### config.mk
export PLATFORM = sky130hd
export DESIGN_NAME = muxed_bus_host_interface
export DESIGN_NICKNAME = d
export VERILOG_FILES = /design/src/hw/muxed_bus_pkg.sv /design/src/hw/pin_sync.sv /design/src/hw/read_alias.sv /design/src/hw/muxed_bus_host_interface.sv
export SDC_FILE = /design/constraint.sdc
export NUM_CORES = 1
export LEC_CHECK = 0
export BUFFER_PORTS_ARGS = -buffer_cell sky130_fd_sc_hd__buf_2
export CORE_MARGIN = 1
export CORE_UTILIZATION = 50
export DETAILED_ROUTE_END_ITERATION = 8
export GPL_TIMING_DRIVEN = 1
export PLACE_DENSITY_LB_ADDON = 0.05
export SLEW_MARGIN = 10
export SYNTH_ARGS = -nofsm -noshare
export SYNTH_HDL_FRONTEND = slang
export SYNTH_SLANG_ARGS = --single-unit
### constraint.sdc
create_clock -name clk -period 2.9 [get_ports clk]
set_input_delay 0.145 -clock clk [delete_from_list [all_inputs] [get_ports clk]]
set_output_delay 0.145 -clock clk [all_outputs]
set_load 0.1 [all_outputs]
### src/hw/muxed_bus_pkg.sv
package muxed_bus_pkg;

  // ==========================================================
  // Register numbers and field positions
  localparam logic [3:0] REG_CMD = 4'h0;
  localparam logic [3:0] REG_VECTOR = 4'h2;
  localparam logic [3:0] REG_WR3 = 4'h3;
  localparam logic [3:0] REG_WR4 = 4'h4;
  localparam logic [3:0] REG_WR5 = 4'h5;
  localparam logic [3:0] REG_EXT = 4'h7;
  localparam logic [3:0] REG_MASTER = 4'h9;
  localparam logic [3:0] REG_WR10 = 4'ha;
  localparam logic [3:0] REG_EXT_IRQ = 4'hf;
  localparam int MIC_NO_VECTOR_BIT = 1;
  localparam int MIC_IRQ_ENABLE_BIT = 3;
  localparam int EXT_READ_BIT = 6;
  localparam int FIFO_EN_BIT = 2;
  localparam int EXT_SELECT_BIT = 0;
  localparam logic [1:0] CMD_SHIFT_LEFT = 2'h2;
  localparam logic [1:0] CMD_SHIFT_RIGHT = 2'h3;
  localparam logic [2:0] CMD_RESET_IUS = 3'h7;
  localparam logic CHAN_A = 1'b1;
  localparam logic CHAN_B = 1'b0;
  localparam int NUM_SOURCES = 6;
  localparam int RECOVERY_CYCLES = 4;

  // ==========================================================
  // Carriers
  typedef struct packed {
    logic as_n;
    logic ds_n;
    logic cs0_n;
    logic cs1;
    logic ack_n;
    logic rw;
    logic cei;
    logic [7:0] bus;
  } pins_t;

  localparam pins_t PINS_IDLE = '{as_n: 1'b1, ds_n: 1'b1, cs0_n: 1'b1, cs1: 1'b0,
                                  ack_n: 1'b1, rw: 1'b1, cei: 1'b0, bus: 8'h00};

  typedef struct packed {
    logic chan;
    logic [3:0] num;
  } reg_sel_t;

  typedef struct packed {
    logic valid;
    logic chan;
    logic [3:0] num;
    logic [7:0] data;
  } wr_req_t;

  typedef enum logic [2:0] {WSEL_NONE, WSEL_WR3, WSEL_WR4, WSEL_WR5, WSEL_WR10, WSEL_EXT} wsel_t;

  typedef struct packed {
    logic as_prev;
    logic ds_prev;
    logic [7:0] addr;
    logic cs0_n;
    logic ack_n;
    logic shift_right;
    logic active;
    logic rw;
    logic ack_done;
    logic vec_on;
    logic irq_release;
    logic [7:0] dout;
    logic [NUM_SOURCES-1:0] pending;
    logic [NUM_SOURCES-1:0] irq_in_service;
    logic [1:0][15:0][7:0] wreg;
    logic [1:0][7:0] ext;
    wr_req_t wr;
    logic chip_reset;
  } hif_state_t;

endpackage : muxed_bus_pkg

### src/hw/pin_sync.sv
`timescale 1ns/1ps
module pin_sync
  import muxed_bus_pkg::*;
(
  input wire logic clk,
  input wire logic resetn,
  input wire pins_t pins_i,
  output pins_t pins_o
);

  // ==========================================================
  // Two flops per pin; the first stage feeds only the second.
  logic [$bits(pins_t)-1:0] meta_q;
  logic [$bits(pins_t)-1:0] sync_q;
  logic [$bits(pins_t)-1:0] idle;

  assign idle = PINS_IDLE;

  genvar i;
  generate
    for (i = 0; i < $bits(pins_t); i++) begin : g_bit
      always_ff @(posedge clk) begin
        if (!resetn) begin
          meta_q[i] <= idle[i];
          sync_q[i] <= idle[i];
        end else begin
          meta_q[i] <= pins_i[i];
          sync_q[i] <= meta_q[i];
        end
      end
    end
  endgenerate

  assign pins_o = sync_q;

endmodule : pin_sync

### src/hw/read_alias.sv
`timescale 1ns/1ps
module read_alias
  import muxed_bus_pkg::*;
(
  input wire logic [3:0] num,
  input wire logic ext_read,
  input wire logic fifo_en,
  output logic [3:0] rd_num,
  output wsel_t wsel
);

  // ==========================================================
  // Incomplete decode keeps the read mux small.
  always_comb begin
    rd_num = num;
    wsel = WSEL_NONE;
    unique case (num)
      4'h4: if (ext_read) wsel = WSEL_WR4; else rd_num = 4'h0;
      4'h5: if (ext_read) wsel = WSEL_WR5; else rd_num = 4'h1;
      4'h6: if (!fifo_en) rd_num = 4'h2;
      4'h7: if (!fifo_en) rd_num = 4'h3;
      4'h9: if (ext_read) wsel = WSEL_WR3; else rd_num = 4'hd;
      4'hb: if (ext_read) wsel = WSEL_WR10; else rd_num = 4'hf;
      4'he: if (ext_read) wsel = WSEL_EXT;
      default: rd_num = num;
    endcase
  end

endmodule : read_alias

### src/hw/muxed_bus_host_interface.sv
`timescale 1ns/1ps
// Summary of operation
// - Address strobe rise latches address, select, acknowledge.
// - High select needed throughout any transfer.
// - Both strobes low means hardware reset.
// - Pending bits update only on address strobes.
// - Reads drive bus while selected, strobe low.
// - Writes capture data at select/strobe coincidence.
// - Acknowledge cycle ignores address, selects, direction.
// - Late acknowledge recognised on following strobe.
// - Acknowledge sets in-service, drives vector.
// - Master control bit 1 suppresses vector.
// - Acknowledge strobe fall releases interrupt request.
// - Command selects shift mode; reset selects left.
// - Left mode: number bits 4-1, channel bit 5.
// - Right mode: number bits 4-1, channel bit 0.
// - Vector and master registers shared, both channels.
// - Missing read registers alias existing ones.
// - Selected write registers can be read back.
// - Extended read maps aliases to write registers.
// - Status FIFO enable exposes read registers 6, 7.
// - Chain output high only when chain input high, none in service.
module muxed_bus_host_interface
  import muxed_bus_pkg::*;
(
  input wire logic clk,
  input wire logic resetn,
  input wire logic addr_latch_strobe_n,
  input wire logic transfer_strobe_n,
  input wire logic latched_select_n,
  input wire logic held_select,
  input wire logic read_write,
  input wire logic irq_ack_n,
  input wire logic chain_enable_in,
  input wire logic [7:0] muxed_addr_data_i,
  output logic [7:0] muxed_addr_data_o,
  output logic muxed_addr_data_oe,
  output logic chain_enable_out,
  output logic irq_n_o,
  output logic irq_n_oe,
  input wire logic [NUM_SOURCES-1:0] irq_sources,
  output reg_sel_t read_sel,
  input wire logic [7:0] read_value,
  output wr_req_t write_req,
  output logic shift_right,
  output logic chip_reset
);

  // ==========================================================
  // Pin synchronisation
  pins_t pins_raw;
  pins_t s;

  assign pins_raw = '{as_n: addr_latch_strobe_n, ds_n: transfer_strobe_n,
                      cs0_n: latched_select_n, cs1: held_select, ack_n: irq_ack_n,
                      rw: read_write, cei: chain_enable_in, bus: muxed_addr_data_i};

  pin_sync u_sync (
    .clk(clk),
    .resetn(resetn),
    .pins_i(pins_raw),
    .pins_o(s)
  );

  // ==========================================================
  // State
  localparam hif_state_t STATE_RESET = '0;

  hif_state_t st_q;
  hif_state_t st_d;

  logic as_rise;
  logic ds_fall;
  logic hw_reset;
  logic xfer_go;
  logic sel_chan;
  logic [3:0] sel_num;
  logic ext_read;
  logic fifo_en;
  logic [3:0] rd_num;
  wsel_t wsel;
  logic [7:0] rd_data;
  logic [2:0] hi_src;
  logic hi_found;
  logic [2:0] ius_top;
  logic ius_any;
  logic request;
  logic [7:0] vector;

  assign as_rise = s.as_n && !st_q.as_prev;
  assign ds_fall = !s.ds_n && st_q.ds_prev;
  assign hw_reset = !s.as_n && !s.ds_n;

  // ==========================================================
  // Address decode
  assign sel_num = st_q.addr[4:1];
  // A one on the select bit picks channel A in either mode.
  assign sel_chan = st_q.shift_right ? st_q.addr[0] : st_q.addr[5];
  assign ext_read = st_q.ext[sel_chan][EXT_READ_BIT];
  assign fifo_en = st_q.wreg[sel_chan][REG_EXT_IRQ][FIFO_EN_BIT];

  read_alias u_alias (
    .num(sel_num),
    .ext_read(ext_read),
    .fifo_en(fifo_en),
    .rd_num(rd_num),
    .wsel(wsel)
  );

  assign read_sel = '{chan: sel_chan, num: rd_num};

  always_comb begin
    rd_data = read_value;
    unique case (wsel)
      WSEL_WR3: rd_data = st_q.wreg[sel_chan][REG_WR3];
      WSEL_WR4: rd_data = st_q.wreg[sel_chan][REG_WR4];
      WSEL_WR5: rd_data = st_q.wreg[sel_chan][REG_WR5];
      WSEL_WR10: rd_data = st_q.wreg[sel_chan][REG_WR10];
      WSEL_EXT: rd_data = st_q.ext[sel_chan];
      WSEL_NONE: rd_data = read_value;
    endcase
  end

  // ==========================================================
  // Interrupt priority; the highest source index wins.
  always_comb begin
    hi_src = 3'h0;
    hi_found = 1'b0;
    ius_top = 3'h0;
    ius_any = 1'b0;
    for (int i = 0; i < NUM_SOURCES; i++) begin
      if (st_q.pending[i]) begin
        hi_src = 3'(i);
        hi_found = 1'b1;
      end
      if (st_q.irq_in_service[i]) begin
        ius_top = 3'(i);
        ius_any = 1'b1;
      end
    end
  end

  assign request = st_q.wreg[0][REG_MASTER][MIC_IRQ_ENABLE_BIT] && hi_found &&
                   (!ius_any || hi_src > ius_top);
  assign vector = {st_q.wreg[0][REG_VECTOR][7:4], hi_src, st_q.wreg[0][REG_VECTOR][0]};

  // ==========================================================
  // Next state
  assign xfer_go = st_q.ack_n && !st_q.cs0_n && s.cs1 && !s.ds_n && !st_q.active;

  always_comb begin
    st_d = st_q;
    st_d.as_prev = s.as_n;
    st_d.ds_prev = s.ds_n;
    st_d.wr.valid = 1'b0;
    st_d.chip_reset = 1'b0;
    if (as_rise) begin
      st_d.addr = s.bus;
      st_d.cs0_n = s.cs0_n;
      // A late acknowledge simply shows up at the next latch edge.
      st_d.ack_n = s.ack_n;
      st_d.pending = irq_sources;
      st_d.ack_done = 1'b0;
      st_d.irq_release = 1'b0;
    end
    if (s.ds_n || !s.cs1) begin
      st_d.active = 1'b0;
    end
    if (s.ds_n) begin
      st_d.vec_on = 1'b0;
    end
    if (xfer_go) begin
      st_d.active = 1'b1;
      st_d.rw = s.rw;
      st_d.dout = rd_data;
      if (!s.rw) begin
        st_d.wr = '{valid: 1'b1, chan: sel_chan, num: sel_num, data: s.bus};
        if (sel_num == REG_VECTOR || sel_num == REG_MASTER) begin
          st_d.wreg[0][sel_num] = s.bus;
        end else if (sel_num == REG_EXT && st_q.wreg[sel_chan][REG_EXT_IRQ][EXT_SELECT_BIT]) begin
          st_d.ext[sel_chan] = s.bus;
        end else begin
          st_d.wreg[sel_chan][sel_num] = s.bus;
        end
        if (sel_num == REG_CMD && sel_chan == CHAN_B) begin
          if (s.bus[1:0] == CMD_SHIFT_LEFT) begin
            st_d.shift_right = 1'b0;
          end else if (s.bus[1:0] == CMD_SHIFT_RIGHT) begin
            st_d.shift_right = 1'b1;
          end
        end
        if (sel_num == REG_CMD && s.bus[5:3] == CMD_RESET_IUS && ius_any) begin
          st_d.irq_in_service[ius_top] = 1'b0;
        end
      end
    end
    // Only the first data strobe of an acknowledge cycle is acted on.
    if (ds_fall && !st_q.ack_n && !st_q.ack_done) begin
      st_d.ack_done = 1'b1;
      if (request && s.cei) begin
        st_d.irq_in_service[hi_src] = 1'b1;
        st_d.dout = vector;
        st_d.vec_on = !st_q.wreg[0][REG_MASTER][MIC_NO_VECTOR_BIT];
        st_d.irq_release = 1'b1;
      end
    end
    if (hw_reset) begin
      st_d = STATE_RESET;
      st_d.as_prev = s.as_n;
      st_d.ds_prev = s.ds_n;
      st_d.ack_n = 1'b1;
      st_d.cs0_n = 1'b1;
      st_d.chip_reset = 1'b1;
    end
  end

  always_ff @(posedge clk) begin
    if (!resetn) begin
      st_q <= STATE_RESET;
      st_q.as_prev <= 1'b1;
      st_q.ds_prev <= 1'b1;
      st_q.ack_n <= 1'b1;
      st_q.cs0_n <= 1'b1;
    end else begin
      st_q <= st_d;
    end
  end

  // ==========================================================
  // Outputs
  // The enable is gated by the synchronised strobe, so the bus is
  // released two clocks after the strobe rises; hold time must allow it.
  assign muxed_addr_data_oe = (st_q.active && st_q.rw && s.cs1 && !s.ds_n) ||
                              (st_q.vec_on && !s.ds_n);
  assign muxed_addr_data_o = st_q.dout;
  assign irq_n_o = 1'b0;
  assign irq_n_oe = request && !st_q.irq_release;
  assign chain_enable_out = s.cei && !ius_any && !(!st_q.ack_n && request);
  assign write_req = st_q.wr;
  assign shift_right = st_q.shift_right;
  assign chip_reset = st_q.chip_reset;

  // ==========================================================
  // Checks
  strobe_reset_a: assert property (@(posedge clk) disable iff (!resetn)
    hw_reset |=> chip_reset && !shift_right && st_q.irq_in_service == '0)
    else $error("Coincident strobes did not reset the interface.");

  addr_latch_a: assert property (@(posedge clk) disable iff (!resetn)
    as_rise && !hw_reset |=> st_q.addr == $past(s.bus))
    else $error("Address not latched on strobe rise.");

  pending_hold_a: assert property (@(posedge clk) disable iff (!resetn)
    !as_rise && !hw_reset |=> $stable(st_q.pending))
    else $error("Pending bits changed without address strobe.");

  read_drive_a: assert property (@(posedge clk) disable iff (!resetn)
    muxed_addr_data_oe |-> !s.ds_n && (s.cs1 || st_q.vec_on))
    else $error("Bus driven outside data strobe.");

  write_select_a: assert property (@(posedge clk) disable iff (!resetn)
    write_req.valid |-> $past(!st_q.cs0_n && st_q.ack_n && s.cs1 && !s.rw))
    else $error("Write taken without valid select.");

  ack_service_a: assert property (@(posedge clk) disable iff (!resetn)
    ds_fall && !st_q.ack_n && !st_q.ack_done && request && s.cei && !hw_reset
    |=> st_q.irq_in_service != '0 && st_q.irq_release && !irq_n_oe)
    else $error("Acknowledge did not service the interrupt.");

  no_vector_a: assert property (@(posedge clk) disable iff (!resetn)
    st_q.wreg[0][REG_MASTER][MIC_NO_VECTOR_BIT] && $stable(st_q.wreg[0][REG_MASTER])
    |=> !st_q.vec_on)
    else $error("Vector driven while suppressed.");

  chain_out_a: assert property (@(posedge clk) disable iff (!resetn)
    chain_enable_out |-> s.cei && st_q.irq_in_service == '0)
    else $error("Chain output high while servicing.");

  shift_cmd_a: assert property (@(posedge clk) disable iff (!resetn)
    xfer_go && !s.rw && sel_num == REG_CMD && sel_chan == CHAN_B &&
    s.bus[1:0] == CMD_SHIFT_RIGHT && !hw_reset |=> shift_right)
    else $error("Shift command not applied.");

  read_load_a: assert property (@(posedge clk) disable iff (!resetn)
    xfer_go && s.rw && !hw_reset |=> st_q.dout == $past(rd_data))
    else $error("Read data not loaded at the transfer edge.");

  write_pulse_a: assert property (@(posedge clk) disable iff (!resetn)
    write_req.valid |=> !write_req.valid)
    else $error("Write request held for more than one cycle.");

  write_take_a: assert property (@(posedge clk) disable iff (!resetn)
    xfer_go && !s.rw && !hw_reset |=> write_req.valid && write_req.data == $past(s.bus))
    else $error("Write data not captured at the transfer edge.");

  ack_ignore_a: assert property (@(posedge clk) disable iff (!resetn)
    !st_q.ack_n |=> !write_req.valid)
    else $error("Write taken during an acknowledge cycle.");

  late_ack_a: assert property (@(posedge clk) disable iff (!resetn)
    as_rise && !s.ack_n && !ds_fall && !hw_reset |=> !st_q.ack_n && !st_q.ack_done)
    else $error("Acknowledge not taken at the address strobe.");

  single_service_a: assert property (@(posedge clk) disable iff (!resetn)
    st_q.ack_done && !hw_reset |=> $stable(st_q.irq_in_service))
    else $error("Second data strobe serviced again.");

  vector_value_a: assert property (@(posedge clk) disable iff (!resetn)
    ds_fall && !st_q.ack_n && !st_q.ack_done && request && s.cei && !hw_reset
    |=> st_q.dout == $past(vector))
    else $error("Wrong vector loaded at acknowledge.");

  vector_enable_a: assert property (@(posedge clk) disable iff (!resetn)
    ds_fall && !st_q.ack_n && !st_q.ack_done && request && s.cei && !hw_reset &&
    !st_q.wreg[0][REG_MASTER][MIC_NO_VECTOR_BIT] |=> st_q.vec_on)
    else $error("Vector not enabled at acknowledge.");

  no_service_a: assert property (@(posedge clk) disable iff (!resetn)
    ds_fall && !st_q.ack_n && !s.cei && !hw_reset |=> $stable(st_q.irq_in_service) && !st_q.vec_on)
    else $error("Acknowledge serviced with the chain input low.");

  shift_left_a: assert property (@(posedge clk) disable iff (!resetn)
    xfer_go && !s.rw && sel_num == REG_CMD && sel_chan == CHAN_B &&
    s.bus[1:0] == CMD_SHIFT_LEFT && !hw_reset |=> !shift_right)
    else $error("Shift left command not applied.");

  shared_vector_a: assert property (@(posedge clk) disable iff (!resetn)
    xfer_go && !s.rw && sel_num == REG_VECTOR && !hw_reset
    |=> st_q.wreg[0][REG_VECTOR] == $past(s.bus))
    else $error("Shared vector register not written.");

  ext_readback_a: assert property (@(posedge clk) disable iff (!resetn)
    xfer_go && s.rw && ext_read && sel_num == 4'h9 && !hw_reset
    |=> st_q.dout == $past(st_q.wreg[sel_chan][REG_WR3]))
    else $error("Write register not read back.");

  alias_four_a: assert property (@(posedge clk) disable iff (!resetn)
    sel_num == 4'h4 |-> read_sel.num == (ext_read ? 4'h4 : 4'h0))
    else $error("Read alias for register four wrong.");

  alias_nine_a: assert property (@(posedge clk) disable iff (!resetn)
    !ext_read && sel_num == 4'h9 |-> read_sel.num == 4'hd)
    else $error("Read alias for register nine wrong.");

  fifo_alias_a: assert property (@(posedge clk) disable iff (!resetn)
    sel_num == 4'h6 |-> read_sel.num == (fifo_en ? 4'h6 : 4'h2))
    else $error("Status read alias wrong.");

  chain_ack_a: assert property (@(posedge clk) disable iff (!resetn)
    !st_q.ack_n && request |-> !chain_enable_out)
    else $error("Chain output high while requesting in acknowledge.");

  bus_release_a: assert property (@(posedge clk) disable iff (!resetn)
    s.ds_n |-> !muxed_addr_data_oe)
    else $error("Bus driven with the data strobe high.");

endmodule : muxed_bus_host_interface

==> results of run 1 <==
## power groups by stage
stage | sequential [mW] | combinational, mW | clock [mW]
global route | 2.41 | 0.202 | 2.45
global placement | 2.46 | 0.160 | 0
detailed placement | 2.46 | 0.163 | 0
finish | 2.41 | 0.188 | 2.30
floorplan | 2.45 | 0.107 | 0
CTS | 2.41 | 0.185 | 2.33
## worst min-delay path by stage
stage	start	to	slack, ps	cells past startpoint
floorplan	resetn	u_sync.pins_o[14]	220	1
global placement	addr_latch_strobe_n	u_sync.meta_q[14]	330	2
detailed placement	addr_latch_strobe_n	u_sync.meta_q[14]	340	2
CTS	read_value[1]	muxed_addr_data_o[1]	40	3
global route	read_value[1]	muxed_addr_data_o[1]	100	3
finish	read_value[1]	muxed_addr_data_o[1]	60	3
## through the flow
step | instance area, sq um | total power, mW
after detailed placement | 7821 | 2.625
after global routing | 8646 | 5.061
after CTS | 8632 | 4.925
after global placement | 7821 | 2.621
final | 8646 | 4.892
after floorplan | 7485 | 2.555
## critical path, cell delays in order (launching register included)
cell     delay, ps
dfxtp_1        400
mux2i_4        560
mux2i_2        440
buf_4          220
a21oi_1         90
o21ai_2        230
buf_12         210
## layer usage
metal / up-vias / global-route usage, %
li1: 2977 / -
met1: 3003 / 37.62
met2: 208 / 40.30
met3: 23 / 5.842
met4: 0 / 8.221
met5: - / 0
## cells in the mapped netlist, types with 2 or more instances
cell        n
dfxtp_1   172
o311a_1     4
a22o_1      4
nor2b_1     5
nand3_1    30
o21bai_1    2
and3_1      5
o21a_1      3
nand4_1     4
clkbuf_1   43
ha_1        3
inv_1       9
o22ai_1    15
a32o_1      8
buf_6       2
buf_2       4
or4_1       3
nand3_2     4
a222oi_1    6
nor4_1      2
nand2b_1   15
buf_4      31
o41ai_1     2
a22oi_1     2
mux2i_1    91
nor3b_1     5
nor4_2      2
nor3_1      5
a21oi_1    53
o31ai_1     7
nand2_1   119
o21ai_1     3
o211ai_1    2
o21ai_0    11
mux2_2      2
and2_1     23
nor2_1    107
or2_2       5
nor3_2      2
a211oi_1    2
## timing repair
| action | 4_1_cts | 5_1_grt |
|---|---|---|
| gates resized for setup | 0 | 4 |
| setup endpoints to repair | 0 | 1 |
| hold endpoints to repair | 21 | 0 |
| hold buffers | 21 | 0 |
## layout make-up
| cell class | count | share of cell area (%) |
|---|---|---|
| multi-input cells | 579 | 41.37 |
| flip-flops and latches | 172 | 39.83 |
| repair buffers | 111 | 8.698 |
| clock buffers | 17 | 4.920 |
| well taps | 184 | 2.663 |
| clock inverters | 15 | 2.026 |
| inverters | 10 | 0.4920 |
## cells by family after synthesis
logic type | after synthesis
DFF | 172
AOI/OAI and AO/OA | 131
xor gates and xnor gates | 1
other | 1
buffers and inverters | 91
adders and majority gates | 3
and+or+nand+nor | 348
muxes | 95
==> results by group, run 1 <==
Run status
  • Status: finished clean

Drt
  • Antenna Nets Post-Route: 0
  • Via Count: 6,211
  • Met1 wire length: 9.582 mm
  • Met2 routed wirelength: 9.083 mm
  • Wire length per cell: 18.62 um
  • Vias/cell: 5.709
  • Highest metal used: met4
  • Total wire length: 20.26 mm
  • Met3 wire length: 1.318 mm
  • DRC: 0
  • Drt pass-1 iters: 7
  • Initial DRC Count: 643

Global route
  • Vias in the first global route: 5,798
  • All-Layer GR Usage: 26.60%
  • Grt ovf: 0
  • Initial antenna violation count: 0
  • First-pass GRT wire length: 31.90 mm
  • Largest net degree at the start of global routing: 61

STA
  • Fin crit period: 2721 ps
  • Total negative slack: 0 ps
  • Final setup vio count: 0
  • Tightest hold margin: 58.63 ps
  • Clock skew: 10.69 ps
  • Worst slew margin: 48.86%
  • Worst Tran Pin Value: 766.0 ps
  • Final hold violation count: 0
  • RSZ-0062 raised after global routing: false
  • F_max: 367.5 MHz
  • Fin crit share: 93.83%
  • Fin. max-slew vios: 0
  • Final setup margin: 178.8 ps

Clocking
  • CTS root buffer: clkbuf_16
  • # clock sinks: 172
  • H-tree levels: 4
  • TritonCTS Buffers: 17
  • Worst-skew pair later-pin latency: 430 ps
  • Clk slew on worst S/H paths: 70 ps
  • Clock buffer depth: 2
  • CTS tree: yes
  • Postcts setup bufs: 0

Setup path
  • Worst Setup Path Type: register to output port
  • Crit Reg-Reg Endpoint: muxed_addr_data_o[1]
  • CP Max Fanout: 10
  • Worst setup endpoint: read_sel[2]
  • CP startpoint kind: register
  • Cells on worst reg2reg path: 10
  • Crit. End Element: output port
  • WP data arrival: 2580 ps
  • CP Launch Point: shift_right
  • Data required time at the worst endpoint: 2760 ps
  • Critical R2R Launch: st_q[291]
  • R2R setup slack: 290 ps

Power and ir drop
  • Seq pwr share: 49.2%
  • P_sw: 1.199 mW
  • PwrDens: 565.8 nW/um^2
  • Leak pwr: 3.581 nW
  • P_int: 3.693 mW
  • Logic pwr share: 3.8%
  • Maximum VDD drop: 0.4165 mV
  • Power share of the clock group: 46.9%
  • Switching share of power: 24.50%

Die
  • Starting Density: 51.44%
  • Core Area: 14,530 sq um
  • Height of the chip: 124.3 um
  • Die X: 124.3 um
  • DIE AREA: 15,440 sq um
  • Std-Cell Rows: 44
  • Io pins: 64

Logic synthesis
  • Sequential fraction of the synthesis area: 46.06%
  • Synth async-reset ratio: 0%
  • Synth Area in Simple Gates: 22.34%
  • Area leader, netlist: dfxtp_1
  • Main combinational cell family by area after synthesis: simple AND/OR/NAND/NOR gates
  • Area contributors post-synth: dfxtp_1, mux2i_1, nand2_1, nor2_1, a21oi_1
  • Post-synth top area share: 46.06%
  • Synth Instances: 842
  • Yosys cell types: 65
  • Yosys reg bits: 172
  • Adder-cell area share of the yosys netlist: 0.5021%
  • XOR/XNOR Fraction of Synth Area: 0.1172%
  • Post-Syn Nets: 876
  • Synth Area in Compound Gates: 11.50%
  • Post-synth EDFFs: 0
  • Synth Warn #: 0
  • Top FF cell, synth: dfxtp_1
  • Mapped Avg Cell Area: 8.879 sq um
  • Post-synthesis mux area share: 12.97%
  • Mapped Area: 7476 sq um

Worst hold path
  • Hold Path Class: primary input to register

Finish
  • Most common cell after layout, fill and taps aside: dfxtp_1
  • Final nets: 925
  • FF+latch area: 3443 sq um
  • Area Growth Syn to Fin: 15.65%
  • Final non-filler cell total: 1,088
  • Most frequent cells in the layout: dfxtp_1, nand2_1, nor2_1, mux2i_1, buf_2
  • Antenna Cells: 0
  • Share of layout cells above drive strength 1: 16.70%
  • Fillers: 1,317
  • Area of the multi-input gates: 3577 sq um
  • Final core occ: 59.49%

Job
  • Max cap viols: 0

Placement
  • DP HPWL: 14.03 mm
  • Post-Place Setup Slack: 364.2 ps
  • Port Buf Inserts: 62
  • Placer Congestion: 0.8763
  • Post-Place Cells: 1,035
Power figures use the tool's default switching activity.
==> run 2: changes to the inputs <==
Clock period 2.9 ns to 2.6 ns, I/O delays scaled along.
==> results by group, run 2 (synthesis results as in run 1) <==
STA
  • Tightest hold margin: 54.50 ps
  • Clock skew: 8.914 ps
  • Worst slew margin: 47.08%
  • Total negative slack: 0 ps
  • F_max: 403.3 MHz
  • Fin crit share: 95.38%
  • Final setup margin: 120.2 ps
  • RSZ-0062 raised after global routing: false
  • Final setup vio count: 0
  • Fin crit period: 2480 ps
  • Final hold violation count: 0
  • Fin. max-slew vios: 0
  • Worst Tran Pin Value: 787.7 ps

Global route
  • First-pass GRT wire length: 32.54 mm
  • All-Layer GR Usage: 27.27%
  • Grt ovf: 0
  • Initial antenna violation count: 1
  • Vias in the first global route: 6,010
  • Largest net degree at the start of global routing: 44

Setup path
  • Critical R2R Launch: sel_num[2]
  • Worst Setup Path Type: register to output port
  • CP Max Fanout: 4
  • Crit. End Element: output port
  • WP data arrival: 2350 ps
  • Data required time at the worst endpoint: 2470 ps
  • CP startpoint kind: register
  • R2R setup slack: 230 ps
  • Cells on worst reg2reg path: 6

Power and ir drop
  • Power share of the clock group: 46.6%
  • P_int: 4.178 mW
  • Logic pwr share: 4.0%
  • Tot Pwr: 5.439 mW
  • Maximum VDD drop: 0.5218 mV
  • Leak pwr: 3.657 nW
  • PwrDens: 617.9 nW/um^2
  • Switching share of power: 23.18%
  • P_sw: 1.261 mW
  • Seq pwr share: 49.4%

Run status
  • Status: finished clean

Clocking
  • CTS tree: yes
  • TritonCTS Buffers: 17
  • H-tree levels: 4
  • Worst-skew pair later-pin latency: 440 ps
  • # clock sinks: 172
  • Clk slew on worst S/H paths: 70 ps
  • CTS root buffer: clkbuf_16
  • Clock buffer depth: 2

Drt
  • Drt pass-1 iters: 5
  • DRC: 0
  • Initial DRC Count: 541
  • Via Count: 6,264
  • Vias/cell: 5.669
  • Wire length per cell: 18.52 um
  • Antenna Nets Post-Route: 0
  • Total wire length: 20.47 mm

Finish
  • Fillers: 1,335
  • Antenna Cells: 0
  • Most common cell after layout, fill and taps aside: dfxtp_1
  • Most frequent cells in the layout: dfxtp_1, nand2_1, nor2_1, mux2i_1, buf_2
  • Area Growth Syn to Fin: 17.74%
  • Fin area: 8802 sq um
  • Final nets: 942
  • Share of layout cells above drive strength 1: 18.89%

Die
  • Die X: 124.3 um
  • Height of the chip: 124.3 um
  • Io pins: 64
  • Std-Cell Rows: 44
  • DIE AREA: 15,440 sq um
  • Core Area: 14,530 sq um
  • Starting Density: 51.44%

Placement
  • Port Buf Inserts: 62
  • DP HPWL: 14.14 mm
  • Post-DP Area: 7969 sq um
  • Placer Congestion: 0.8989
  • Post-Place Setup Slack: 120.8 ps

Job
  • Max cap viols: 0

Worst hold path
  • Hold Path Class: primary input to register
  • Hold path startpoint: read_value[3]
  • Hold Crit Depth: 4
  • Hold Path End: muxed_addr_data_o[3]
[run 2: changes by cell type in the layout (fill, tap and decap cells not counted), moves of 3 or more]
cell / previous run / this run
buf_4: 28 / 44
inv_8: 5 / 0
dfxtp_1: 172 / 169
dfxtp_2: 0 / 3
[run 2: what timing repair did]
item,4_1_cts,5_1_grt
endpoints found under the setup margin,2,15
hold buffers,21,0
pin swaps,2,3
resized for setup,0,8
buffers inserted,3,0
hold endpoints to repair,21,0
[run 2: worst max-delay path by stage]
stage / start / endpoint / slack, ps / cells after the start
3_3_place_gp: st_q[291] / muxed_addr_data_o[3] / 180 / 10
5_1_grt: st_q[291] / irq_n_oe / 5 / 10
2_1_floorplan: shift_right / read_sel[2] / 5 / 4
6_report: st_q[291] / irq_n_oe / 120 / 10
3_5_place_dp: st_q[291] / muxed_addr_data_o[3] / 120 / 10
4_1_cts: st_q[297] / muxed_addr_data_o[2] / 10 / 10
[run 2: area by class of cell]
type	instances	area, sq um	area share [%]
multi-input combinational	579	3596	40.85
sequential	172	3447	39.16
timing repair buffer	128	900.9	10.23
clock buffer	17	425.4	4.833
tap	184	230.2	2.615
clock inverter	15	160.2	1.819
inverter	10	42.54	0.4833
[run 2: power by group through the flow]
stage / Clock, mW / Sequential (mW) / Combinational [mW]
after floorplan: 0 / 2.73 / 0.119
after global placement: 0 / 2.75 / 0.184
after detailed placement: 0 / 2.75 / 0.186
after CTS: 2.58 / 2.69 / 0.213
after global routing: 2.70 / 2.69 / 0.233
final: 2.53 / 2.69 / 0.216
[run 2: critical path, stage by stage, from the launching register on]
cell     delay (ps)
dfxtp_2         330
or2_4           260
inv_2            60
nand2_1          50
ha_1            270
nor2b_1         120
o21ai_0          80
a32oi_1         200
nor2_1          110
nor3_4          220
buf_12          200
[run 2: layer usage]
metal  track usage, %  wire, um  part of all wire (%)  vias up
met5                0        13                 0.064        -
met4            11.62       527                   2.6        2
met3            5.369      1453                   7.1       41
met2            40.53      8892                    43      250
met1            38.42      9578                    47     2958
li1                 -         -                     -     3013
[run 2: through the flow]
stage	utilization [%]	std cells
3_5_place_dp	54.83	1049
6_report	60.56	1105
4_1_cts	60.46	1105
3_3_place_gp	54.83	1049
2_1_floorplan	-	842
5_1_grt	60.56	1105
==> run 3: changes to the inputs <==
Settings changed: CELL_PAD_IN_SITES_DETAIL_PLACEMENT from default to 0, CELL_PAD_IN_SITES_GLOBAL_PLACEMENT from default to 1, CORE_UTILIZATION 50 to 45.
==> results by group, run 3 (synthesis results as in run 1) <==
Run status
  • Status: finished clean

Die
  • Std-Cell Rows: 46
  • Core Area: 16,060 sq um
  • Die X: 130.9 um
  • Io pins: 64
  • DIE AREA: 17,130 sq um
  • Starting Density: 46.56%
  • Height of the chip: 130.9 um

Global route
  • All-Layer GR Usage: 25.92%
  • Grt ovf: 0
  • Vias in the first global route: 5,680
  • Initial antenna violation count: 0
  • Largest net degree at the start of global routing: 66
  • First-pass GRT wire length: 32.49 mm

Power and ir drop
  • Logic pwr share: 3.9%
  • P_int: 4.059 mW
  • Power share of the clock group: 47.0%
  • Tot Pwr: 5.483 mW
  • P_sw: 1.424 mW
  • Switching share of power: 25.97%
  • PwrDens: 617.7 nW/um^2
  • Leak pwr: 3.664 nW
  • Seq pwr share: 49.0%
  • Maximum VDD drop: 0.4698 mV

Setup path
  • Worst Setup Path Type: register to register
  • Critical R2R Launch: st_q[297]
  • Cells on worst reg2reg path: 11
  • Slowest CP cell: dfxtp_1
  • CP startpoint kind: register
  • CP max stage delay: 340 ps
  • Most frequent CP cell: buf_4
  • CP Max Fanout: 5
  • Crit Reg-Reg Endpoint: muxed_addr_data_o[4]
  • R2R setup slack: 120 ps
  • Data required time at the worst endpoint: 2950 ps
  • Crit. End Element: register
  • WP data arrival: 2830 ps
  • CP cell instances: or2_4 -> nor2_2 -> ha_1 -> nor2b_1 -> o21ai_0 -> a32oi_1 -> buf_4 -> buf_4 -> o21ai_2 -> nand2_1 -> o31ai_1

Clocking
  • Clock buffer depth: 2
  • Worst-skew pair later-pin latency: 440 ps
  • TritonCTS Buffers: 17
  • Clk slew on worst S/H paths: 80 ps
  • H-tree levels: 4
  • CTS tree: yes
  • # clock sinks: 172
  • CTS root buffer: clkbuf_16

Drt
  • Via Count: 6,176
  • DRC: 0
  • Wire length per cell: 18.62 um
  • Antenna Nets Post-Route: 0
  • Initial DRC Count: 581
  • Total wire length: 21.13 mm
  • Vias/cell: 5.441
  • Drt pass-1 iters: 8

Placement
  • Placer Congestion: 0.9145
  • DP HPWL: 14.62 mm
  • Post-DP Area: 7991 sq um
  • Post-Place Cells: 1,077
  • Port Buf Inserts: 62

Finish
  • Antenna Cells: 0
  • Share of layout cells above drive strength 1: 18.72%
  • Most frequent cells in the layout: dfxtp_1, nand2_1, nor2_1, mux2i_1, buf_2
  • Area Growth Syn to Fin: 18.73%
  • Most common cell after layout, fill and taps aside: dfxtp_1
  • Final non-filler cell total: 1,135
  • Fin area: 8876 sq um
  • Final nets: 940

STA
  • Total negative slack: 0 ps
  • Worst slew margin: 35.86%
  • Fin crit share: 95.49%
  • Clock skew: 14.95 ps
  • Fin crit period: 2483 ps
  • Fin. max-slew vios: 0
  • F_max: 402.8 MHz
  • Final hold violation count: 0
  • Worst Tran Pin Value: 960.8 ps
  • Final setup vio count: 0

Job
  • Max cap viols: 0

Worst hold path
  • Hold Path Class: primary input to register
  • Hold Crit Depth: 4
  • Hold Path End: muxed_addr_data_o[3]
  • Hold path startpoint: read_value[3]
## run 3: per-layer routing
metal / global-route usage (%) / vias to the layer above / share of wire, % / wire (um)
li1: - / 3015 / - / -
met1: 36.98 / 2926 / 48 / 10100
met2: 38.22 / 201 / 44 / 9203
met3: 5.130 / 34 / 6.3 / 1339
met4: 10.21 / 0 / 2.3 / 488
met5: 0 / - / 0 / 0
## run 3: repair_timing
| item | 4_1_cts | 5_1_grt |
|---|---|---|
| setup endpoints to repair | 2 | 14 |
| hold buffers | 21 | 0 |
| setup buffers | 3 | 2 |
| pin swaps | 2 | 3 |
| resized for setup | 1 | 7 |
| hold endpoints to repair | 21 | 0 |
## run 3: worst max path at each step
stage               depth (start not counted)                   end        start
floorplan                                   4           read_sel[2]  shift_right
global placement                           10  muxed_addr_data_o[6]    st_q[291]
detailed placement                         10  muxed_addr_data_o[6]    st_q[291]
CTS                                        11  muxed_addr_data_o[6]    st_q[291]
global route                               10              irq_n_oe    st_q[289]
finish                                     11  muxed_addr_data_o[4]    st_q[297]
## run 3: area by class of cell
cell class	instances	area, sq um
Fill cell	1442	7182
Inverter	10	42.54
Clock buffer	17	425.4
Tap cell	216	270.3
Clock inverter	15	196.4
Timing Repair Buffer	126	898.4
Multi-Input combinational cell	579	3596
Sequential cell	172	3447
## run 3: stage by stage
step / hold slack (ps) / setup slack, ps / util (%)
6_report: 65.63 / 117.2 / 55.28
5_1_grt: 60.95 / -4.623 / 55.28
3_3_place_gp: 309.1 / 108.4 / 49.77
2_1_floorplan: 203.0 / 4.507 / -
3_5_place_dp: 313.1 / 105.6 / 49.77
4_1_cts: 52.23 / 22.40 / 55.11
## run 3: power by group through the flow
stage          registers [mW]  clock network (mW)  logic, mW
2_1_floorplan            2.73                   0      0.119
3_3_place_gp             2.75                   0      0.183
3_5_place_dp             2.75                   0      0.185
4_1_cts                  2.69                2.63      0.213
5_1_grt                  2.69                2.74      0.232
6_report                 2.69                2.58      0.216
## run 3: critical path, delay by kind of cell (launching register included)
kind	cells	cell delay [ps]
compound gates	4	740
flops	1	340
buf+inv	2	280
simple gates	4	790
fa+ha+maj	1	250
